--- src/common/qpmii_defines.svh ---
`ifndef QPMII_DEFINES_SVH
`define QPMII_DEFINES_SVH

// ************************************************************
// sizes and rates
// ************************************************************
`define QPMII_PORTS 4
`define QPMII_NIB_W 4
`define QPMII_CORE_HZ 20000000
`define QPMII_RATE_100_HZ 25000000
`define QPMII_RATE_10_HZ 2500000

// half periods of the port clocks in core cycles, rounded down, never below one
`define QPMII_HALF_RAW(hz) (`QPMII_CORE_HZ / (2 * (hz)))
`define QPMII_HALF(hz) ((`QPMII_HALF_RAW(hz) < 1) ? 1 : `QPMII_HALF_RAW(hz))
`define QPMII_HALF_100 `QPMII_HALF(`QPMII_RATE_100_HZ)
`define QPMII_HALF_10 `QPMII_HALF(`QPMII_RATE_10_HZ)
`define QPMII_CNT_W 4

`endif

--- src/common/qpmii_pkg.sv ---
package qpmii_pkg;

  // mac transmit pins of one port
  typedef struct packed {
    logic [3:0] txd;
    logic tx_en;
    logic tx_er;
  } qpmii_mii_tx_t;

  // mac receive pins of one port
  typedef struct packed {
    logic [3:0] rxd;
    logic rx_dv;
    logic rx_er;
  } qpmii_mii_rx_t;

  // decoded receive code group from the line coder
  typedef struct packed {
    logic [3:0] nibble;
    logic data_valid;
    logic code_bad;
    logic active;
  } qpmii_pcs_rx_t;

  // symbol handed to the line coder once per transmit clock
  typedef struct packed {
    logic strobe;
    logic valid;
    logic halt;
    logic [3:0] nibble;
  } qpmii_line_tx_t;

  // per port state of the data port
  typedef struct packed {
    qpmii_mii_tx_t sync0;
    qpmii_mii_tx_t sync1;
    logic rise_d;
    logic fall_d;
    logic tx_en;
    qpmii_line_tx_t line;
    qpmii_mii_rx_t rx;
    logic crs;
  } qpmii_port_st_t;

  typedef struct packed {
    logic [3:0] fast;
    logic [3:0] clk;
    logic [3:0] rise;
    logic [3:0] fall;
    logic [3:0][3:0] cnt;
  } qpmii_clk_st_t;

endpackage

--- src/logic/qpmii_clkgen.sv ---
`include "qpmii_defines.svh"

// ************************************************************
// port clock divider
// ************************************************************
// one clock per port; the rate taken on at each toggle so a speed change
// never shortens a half period already running
module qpmii_clkgen (
  // clock and reset
  input wire logic i_clk,
  input wire logic i_resetn,
  // rate select
  input wire logic i_fast,
  // port clock and its edge pulses
  output logic o_clk,
  output logic o_rise,
  output logic o_fall
);
  import qpmii_pkg::*;

  typedef struct packed {
    logic clk;
    logic rise;
    logic fall;
    logic [`QPMII_CNT_W-1:0] cnt;
  } qpmii_div_st_t;

  qpmii_div_st_t st_q, st_d;
  logic [`QPMII_CNT_W-1:0] half;

  // reload value for the next half period
  assign half = i_fast ? `QPMII_CNT_W'(`QPMII_HALF_100 - 1) : `QPMII_CNT_W'(`QPMII_HALF_10 - 1);

  // count down, toggle and flag the edge in the same cycle
  always_comb begin
    st_d = st_q;
    st_d.rise = 1'b0;
    st_d.fall = 1'b0;
    if (st_q.cnt == '0) begin
      st_d.clk = ~st_q.clk;
      st_d.rise = ~st_q.clk;
      st_d.fall = st_q.clk;
      st_d.cnt = half;
    end else begin
      st_d.cnt = st_q.cnt - `QPMII_CNT_W'(1);
    end
  end

  always_ff @(posedge i_clk) begin
    if (!i_resetn) begin
      st_q <= '0;
    end else begin
      st_q <= st_d;
    end
  end

  assign o_clk = st_q.clk;
  assign o_rise = st_q.rise;
  assign o_fall = st_q.fall;

endmodule // qpmii_clkgen

--- src/logic/qpmii_top.sv ---
`include "qpmii_defines.svh"

// ************************************************************
// four port mii data path, phy side
// ************************************************************

module qpmii_top (
  // clock and reset
  input wire logic i_clk,
  input wire logic i_resetn,
  // per port configuration
  input wire logic [3:0] i_speed_100,
  input wire logic [3:0] i_full_duplex,
  input wire logic [3:0] i_late_sample,
  // mac transmit side
  input wire qpmii_pkg::qpmii_mii_tx_t [3:0] i_mii_tx,
  output logic [3:0] o_tx_clk,
  // mac receive side
  output qpmii_pkg::qpmii_mii_rx_t [3:0] o_mii_rx,
  output logic [3:0] o_rx_clk,
  output logic [3:0] o_crs,
  // line coder side
  output qpmii_pkg::qpmii_line_tx_t [3:0] o_line_tx,
  input wire qpmii_pkg::qpmii_pcs_rx_t [3:0] i_pcs_rx,
  input wire logic [3:0] i_pll_lock
);
  import qpmii_pkg::*;

  typedef struct packed {
    qpmii_port_st_t [3:0] port;
  } qpmii_state_t;

  qpmii_state_t state_q, state_d;
  // nets, since each port's divider drives its own bit
  wire logic [3:0] pclk;
  wire logic [3:0] prise;
  wire logic [3:0] pfall;

  // ************************************************************
  // port clocks
  // ************************************************************
  // the receive clock shares the transmit divider; at this core rate the
  // 100 mbps clock can only run at half the core clock
  for (genvar g = 0; g < `QPMII_PORTS; g++) begin : g_clk
    qpmii_clkgen u_clkgen (
      .i_clk(i_clk),
      .i_resetn(i_resetn),
      .i_fast(i_speed_100[g]),
      .o_clk(pclk[g]),
      .o_rise(prise[g]),
      .o_fall(pfall[g])
    );
  end

  // ************************************************************
  // data path
  // ************************************************************
  // pins are synchronised first; the edge pulse is delayed one cycle so it
  // lines up with the synchronised copy of the pin level at that edge
  always_comb begin
    state_d = state_q;
    for (int p = 0; p < `QPMII_PORTS; p++) begin
      state_d.port[p].sync0 = i_mii_tx[p];
      state_d.port[p].sync1 = state_q.port[p].sync0;
      state_d.port[p].rise_d = prise[p];
      state_d.port[p].fall_d = pfall[p];
      state_d.port[p].line.strobe = 1'b0;
      // late mode picks the falling edge instead of the rising one; the mode bit is
      // read at the strobe, so flipping it mid frame may drop or repeat one nibble
      if (i_late_sample[p] ? state_q.port[p].fall_d : state_q.port[p].rise_d) begin
        state_d.port[p].line.strobe = 1'b1;
        state_d.port[p].line.nibble = state_q.port[p].sync1.txd;
        state_d.port[p].line.valid = state_q.port[p].sync1.tx_en;
        // an error flag outside a frame has no symbol to replace, so halt needs enable
        state_d.port[p].line.halt = state_q.port[p].sync1.tx_en
                                    & state_q.port[p].sync1.tx_er;
        state_d.port[p].tx_en = state_q.port[p].sync1.tx_en;
      end
      // receive pins move one core cycle after the falling edge; stable at the rise at the slow rate, moving with the rise at the fast rate
      if (pfall[p]) begin
        state_d.port[p].rx.rxd = i_pcs_rx[p].nibble;
        state_d.port[p].rx.rx_dv = i_pcs_rx[p].data_valid;
        state_d.port[p].rx.rx_er = i_pcs_rx[p].code_bad | ~i_pll_lock[p];
      end
      // carrier is not tied to either clock, so it follows every core cycle
      state_d.port[p].crs = i_pcs_rx[p].active
                            | (~i_full_duplex[p] & state_q.port[p].tx_en);
    end
  end

  always_ff @(posedge i_clk) begin
    if (!i_resetn) begin
      state_q <= '0;
    end else begin
      state_q <= state_d;
    end
  end

  // ************************************************************
  // outputs
  // ************************************************************
  // straight copies of the state flops, no logic after the registers
  always_comb begin
    for (int p = 0; p < `QPMII_PORTS; p++) begin
      o_mii_rx[p] = state_q.port[p].rx;
      o_line_tx[p] = state_q.port[p].line;
      o_crs[p] = state_q.port[p].crs;
    end
  end

  // both clocks come from the divider flop; the fast rate tops out at half the core clock
  assign o_tx_clk = pclk;
  assign o_rx_clk = pclk;

  // checks pause while reset is low; all of them read sampled values

  for (genvar g = 0; g < `QPMII_PORTS; g++) begin : g_chk

  end
endmodule // qpmii_top

--- config.mk ---
export PLATFORM = sky130hd
export DESIGN_NAME = qpmii_top
export DESIGN_NICKNAME = d
export VERILOG_FILES = /design/src/common/qpmii_pkg.sv /design/src/logic/qpmii_clkgen.sv /design/src/logic/qpmii_top.sv
export VERILOG_INCLUDE_DIRS = /design/src /design/src/common
export SDC_FILE = /design/constraint.sdc
export NUM_CORES = 1
export LEC_CHECK = 0
export BUFFER_PORTS_ARGS = -buffer_cell sky130_fd_sc_hd__buf_2
export CAP_MARGIN = 20
export CELL_PAD_IN_SITES_DETAIL_PLACEMENT = 2
export CELL_PAD_IN_SITES_GLOBAL_PLACEMENT = 2
export CORE_ASPECT_RATIO = 0.6
export CORE_MARGIN = 3
export CORE_UTILIZATION = 35
export DETAILED_ROUTE_END_ITERATION = 6
export PLACE_DENSITY_LB_ADDON = 0.12
export SYNTH_ARGS = -nofsm -noshare
export SYNTH_HDL_FRONTEND = slang
export SYNTH_SLANG_ARGS = --single-unit
--- constraint.sdc ---
create_clock -name i_clk -period 3.5 [get_ports i_clk]
set_input_delay 0.175 -clock i_clk [delete_from_list [all_inputs] [get_ports i_clk]]
set_output_delay 0.175 -clock i_clk [all_outputs]
set_load 0.02 [all_outputs]
==> flow_metrics.env, run 1 <==
export IMPL_status="finished clean"
export IMPL_yosysSeqAreaShare_pct=53.3
export IMPL_path_max_fanout=5
export IMPL_synthSimpleGateAreaFrac_pct=17.1
export IMPL_grt_overflow_total=0
export IMPL_synth_compound_area_share_pct=5.33
export IMPL_syn_num_nets=577
export IMPL_netlist_area_leader_share_pct=53.3
export IMPL_setup_viol=0
export IMPL_drc=0
export IMPL_final_max_slew_violation_count=0
export IMPL_synth_top_family_by_area="simple AND/OR/NAND/NOR gates"
export IMPL_ys_top_cells_by_area="dfxtp_1, buf_4, mux2i_1"
export IMPL_syn_inst=503
export IMPL_syn_area_um2=5260
export IMPL_port_buffers=133
export IMPL_vias_per_cell=4.43
export IMPL_rows=34
export IMPL_hold_path_class="input port to register"
export IMPL_layout_common_cells="dfxtp_1, buf_2, and2_1"
export IMPL_n_antenna_cell=0
export IMPL_cts_root_buf="clkbuf_16"
export IMPL_track_usage_pct=15.7
export IMPL_hold_viol_final=0
export IMPL_cap_violations=0
export IMPL_rr_startpoint="g_clk[3].u_clkgen.st_q[0]"
export IMPL_postCtsSetupRepairBufs=0
export IMPL_relSlewSlack_pct=39.8
export IMPL_crit_start="g_clk[3].u_clkgen.st_q[0]"
export IMPL_worstMarginPinSlew_ps=885
export IMPL_synthToLayoutAreaGrowth_pct=24.2
export IMPL_crit_path_end_kind="register"
export IMPL_numCtsBuffers=17
export IMPL_crit_type="register to register"
export IMPL_drt_first_pass_iters=3
export IMPL_setup_tns_ps=0
export IMPL_dp_hpwl_mm=8.54
export IMPL_drtIter0Drc=126
export IMPL_synthDistinctLibCells=29
export IMPL_place_congestion=0.755
export IMPL_cts_sinks=140
export IMPL_p_leak_nw=2.98
export IMPL_htree_levels=4
export IMPL_antenna_found_initial=0
export IMPL_reg2reg_slack_ps=2040
export IMPL_grt_pass1_vias=3920
export IMPL_num_nets_final=685
export IMPL_routedWlPerCell_um=15.6
export IMPL_worst_endpoint_required_ps=3820
export IMPL_post_route_period_util_pct=41.8
export IMPL_ir_worst_vdd_uv=238
export IMPL_wirelength_mm=12.8
export IMPL_min_period_ps=1460
export IMPL_clock_latency_ps=410
export IMPL_syn_avg_cell_area_um2=10.5
export IMPL_grt_max_degree=56
export IMPL_start_kind="register"
export IMPL_die_w_um=164
export IMPL_core_um2=14600
export IMPL_die_area_um2=16600
export IMPL_rsz0062_at_grt="no"
export IMPL_ys_ff_latch=140
export IMPL_ys_warn_count=0
export IMPL_cts_max_path_buffers=2
export IMPL_worstPathArrival_ps=1790
export IMPL_vias=3639
export IMPL_worst_hold_slack_ps=18.6
export IMPL_synth_mux_area_share_pct=10.2
export IMPL_pin_count=134
export IMPL_yosys_area_share_adder_pct=0.952
export IMPL_powerDensity_nw_per_um2=676
export IMPL_cts_tree="done"
export IMPL_synth_xor_area_share_pct=0
export IMPL_fin_skew_ps=9.32
export IMPL_fp_dieH_um=101
export IMPL_synth_largest_area_cell="dfxtp_1"
export IMPL_drive_gt1_share_pct=29.4
export IMPL_hp_start="i_pcs_rx[9]"
export IMPL_fillers=1540
export IMPL_layout_commonest_cell="dfxtp_1"
export IMPL_fmax_ghz=0.683
export IMPL_start_util_pct=36.0
export IMPL_grt_pass1_wl_mm=20.0
export IMPL_clk_pin_slew_ps=60
export IMPL_cts_resized=0
export IMPL_drtAntennaViolNets=0
[through the flow]
stage	setup WS (ps)	power [mW]	util, %	instance area [µm²]	cells
2_1_floorplan	2190	2.70	-	5260	503
3_3_place_gp	1770	2.74	38.2	5570	747
3_5_place_dp	1770	2.80	38.2	5570	747
4_1_cts	2010	4.49	44.8	6530	821
5_1_grt	1940	4.66	44.8	6530	821
6_report	2040	4.42	44.8	6530	821
[synthesized netlist by cell type, drive strengths merged]
cell type / number
dfxtp: 140
o21a: 4
a211oi: 8
clkbuf: 13
and4bb: 2
a21oi: 4
o21ai: 4
nor3: 4
nand3: 4
inv: 17
o311ai: 4
or2b: 1
a31oi: 4
ha: 4
o41ai: 4
or3b: 8
mux2i: 52
and2: 56
buf: 77
nand2b: 7
nand3b: 4
nor2b: 4
nand2: 48
nor2: 28
nor4bb: 2
[kinds of logic after synthesis]
kind of cell | count (synthesis)
adder cells (fa/ha/maj) | 4
AND/OR/NAND/NOR | 168
multiplexers | 52
flip-flops | 140
buffers and inverters | 107
AO/OA/AOI/OAI | 32
[cell type report]
class / count / area (µm²) / share of cell area (%)
Clock buffer: 18 / 439 / 6.72
Sequential cell: 140 / 2800 / 42.9
Timing Repair Buffer: 179 / 1120 / 17.2
Clock inverter: 13 / 95.1 / 1.46
Multi-Input combinational cell: 256 / 1760 / 27.0
Inverter: 17 / 63.8 / 0.977
Tap cell: 198 / 248 / 3.79
[state kept, by name (all words and copies together), names as in the netlist]
register,count
g_clk.u_clkgen.o_clk,4
g_clk.u_clkgen.o_fall,4
g_clk.u_clkgen.o_rise,4
g_clk.u_clkgen.st_q,16
o_crs,4
o_line_tx,28
o_mii_rx,24
state_d,24
state_q,32
[timing repair]
action                                  4_1_cts  5_1_grt
hold buffers                                 43        0
endpoints found under the hold margin        43        0
endpoints found under the setup margin        0        0
[routing by layer]
layer | track usage, % | wire length (µm) | vias to the layer above
met4 | 5.46 | 99 | 0
met5 | 0 | 0 | -
li1 | - | - | 1781
met1 | 18.7 | 5670 | 1768
met3 | 5.50 | 908 | 9
met2 | 26.4 | 6150 | 81
[worst max-delay path, stage by stage (launching register included)]
cell and delay (ps):
dfxtp_1 350, inv_1 80, ha_1 230, or3b_1 480, a211oi_2 240
[where the power goes]
group	internal [mW]	switching [mW]	leakage [nW]
Combinational	0.385	0.440	1.59
Sequential	1.79	0.170	1.15
Clock	0.921	0.707	0.247
Total	3.10	1.32	2.98
[path summary, 6_finish.rpt]
path / to / cells past startpoint
max: g_clk[3].u_clkgen.st_q[0] / 4
min: o_mii_rx[7] / 3
max reg2reg: g_clk[3].u_clkgen.st_q[0] / 4
min reg2reg: state_q[22] / 1
Note: power is estimated with default switching activity, not from simulation.
==> run 2, diff against run 1 <==
--- a/config.mk
+++ b/config.mk
@@ -12,7 +12,7 @@
 export CELL_PAD_IN_SITES_GLOBAL_PLACEMENT = 2
 export CORE_ASPECT_RATIO = 0.6
 export CORE_MARGIN = 3
-export CORE_UTILIZATION = 35
+export CORE_UTILIZATION = 29
 export DETAILED_ROUTE_END_ITERATION = 6
 export PLACE_DENSITY_LB_ADDON = 0.12
 export SYNTH_ARGS = -nofsm -noshare
==> constraint.sdc (replaced) <==
create_clock -name i_clk -period 1.3 [get_ports i_clk]
set_input_delay 0.065 -clock i_clk [delete_from_list [all_inputs] [get_ports i_clk]]
set_output_delay 0.065 -clock i_clk [all_outputs]
set_load 0.02 [all_outputs]
==> flow_metrics.env, run 2 (same netlist as run 1, synthesis figures left out) <==
export IMPL_p_leak_nw=3.22
export IMPL_crit_chain="inv_2 > ha_4 > or3b_4 > o41ai_4"
export IMPL_crit_path_end_kind="register"
export IMPL_fmax_ghz=0.789
export IMPL_fin_cells=897
export IMPL_slowest_delay_ps=410
export IMPL_setup_viol=0
export IMPL_design_area_um2=7090
export IMPL_grt_max_degree=101
export IMPL_place_area_um2=5800
export IMPL_fin_skew_ps=12.5
export IMPL_htree_levels=4
export IMPL_grt_pass1_wl_mm=22.2
export IMPL_worst_endpoint_required_ps=1600
export IMPL_routedWlPerCell_um=15.1
export IMPL_final_max_slew_violation_count=0
export IMPL_cts_tree="done"
export IMPL_critPathSlowestCell="or3b_4"
export IMPL_vias_per_cell=4.23
export IMPL_seq_area_um2=2810
export IMPL_track_usage_pct=14.3
export IMPL_grt_pass1_vias=4255
export IMPL_crit_type="register to register"
export IMPL_top_register="state_q"
export IMPL_post_route_period_util_pct=97.5
export IMPL_hold_path_class="input port to register"
export IMPL_num_nets_final=724
export IMPL_start_kind="register"
export IMPL_cts_sinks=140
export IMPL_multi_input_comb_area_um2=1860
export IMPL_worstPathArrival_ps=1570
export IMPL_drc=0
export IMPL_cts_max_path_buffers=2
export IMPL_crit_buf_inv=1
export IMPL_layout_commonest_cell="dfxtp_1"
export IMPL_core_um2=17500
export IMPL_status="finished clean"
export IMPL_start_util_pct=30.1
export IMPL_rsz0062_at_grt="yes"
export IMPL_vias=3791
export IMPL_relSlewSlack_pct=63.9
export IMPL_die_w_um=180
export IMPL_drt_first_pass_iters=4
export IMPL_place_inst=803
export IMPL_drive_gt1_share_pct=35.0
export IMPL_rows=37
export IMPL_clk_pin_slew_ps=60
export IMPL_antenna_found_initial=0
export IMPL_die_area_um2=19800
export IMPL_pin_count=134
export IMPL_fillers=1841
export IMPL_powerDensity_nw_per_um2=1850
export IMPL_dp_hpwl_mm=8.91
export IMPL_path_max_fanout=5
export IMPL_wirelength_mm=13.6
export IMPL_cts_root_buf="clkbuf_16"
export IMPL_synthToLayoutAreaGrowth_pct=34.8
export IMPL_worst_hold_slack_ps=40.0
export IMPL_ir_worst_vdd_uv=791
export IMPL_hold_viol_final=0
export IMPL_drtAntennaViolNets=0
export IMPL_worstMarginPinSlew_ps=540
export IMPL_port_buffers=133
export IMPL_fp_dieH_um=110
export IMPL_place_congestion=0.765
export IMPL_largest_reg_flops=32
export IMPL_cap_violations=0
export IMPL_crit_family="simple AND/OR/NAND/NOR gates"
export IMPL_drtIter0Drc=106
export IMPL_min_period_ps=1270
export IMPL_numCtsBuffers=17
export IMPL_layout_common_cells="dfxtp_1, buf_2, dlygate4sd3_1"
export IMPL_clock_latency_ps=410
export IMPL_finish_utilization_pct=40.6
export IMPL_grt_overflow_total=0
run 2: timing repair:
action,4_1_cts,5_1_grt
gates cloned,0,0
resized for setup,13,16
endpoints found under the setup margin,20,19
hold endpoints to repair,52,1
buffers inserted,0,2
hold buffers,60,1
pin swaps,3,8
run 2: layer usage:
metal	track usage (%)	up-vias	part of all wire [%]
met3	5.08	13	6.0
li1	-	1862	-
met4	4.47	0	0.80
met2	24.0	89	47
met1	17.5	1827	47
met5	0	-	0
run 2: layout make-up:
| cell class | instances | share of cell area, % |
|---|---|---|
| multi-input combinational | 256 | 26.2 |
| clock inverter | 13 | 1.98 |
| clock buffer | 18 | 6.19 |
| inverter | 17 | 0.900 |
| tap | 234 | 4.13 |
| sequential | 140 | 39.7 |
| antenna | 1 | 0.0353 |
| timing repair buffer | 218 | 20.9 |
run 2: final timing paths:
kind / start / to / slack [ps] / depth (start not counted)
hold / removal: i_resetn / g_clk[1].u_clkgen.o_clk / 40 / 3
hold reg to reg: g_clk[2].u_clkgen.o_rise / state_q[74] / 430 / 1
setup / recovery: g_clk[0].u_clkgen.st_q[0] / g_clk[0].u_clkgen.st_q[3] / 30 / 4
setup reg to reg: g_clk[0].u_clkgen.st_q[0] / g_clk[0].u_clkgen.st_q[3] / 30 / 4
run 2: power by group:
group / switching (mW) / leakage [nW] / internal (mW)
Clock: 1.93 / 0.275 / 2.88
Sequential: 0.410 / 1.15 / 4.84
Combinational: 1.46 / 1.79 / 1.59
Total: 3.80 / 3.22 / 9.31
run 2: worst register-to-register path, stage by stage (launching register included):
cell,delay (ps)
dfxtp_2,340
inv_2,50
ha_4,170
or3b_4,410
o41ai_4,210
run 2: per-stage QoR:
step | setup WS, ps | power (mW) | setup TNS [ps]
3_3_place_gp | -8.46 | 7.65 | -22.3
5_1_grt | -15.8 | 13.9 | -34.1
6_report | 32.4 | 13.1 | 0
4_1_cts | -13.9 | 13.2 | -13.9
2_1_floorplan | 1.19 | 7.29 | 0
3_5_place_dp | -94.9 | 7.87 | -915
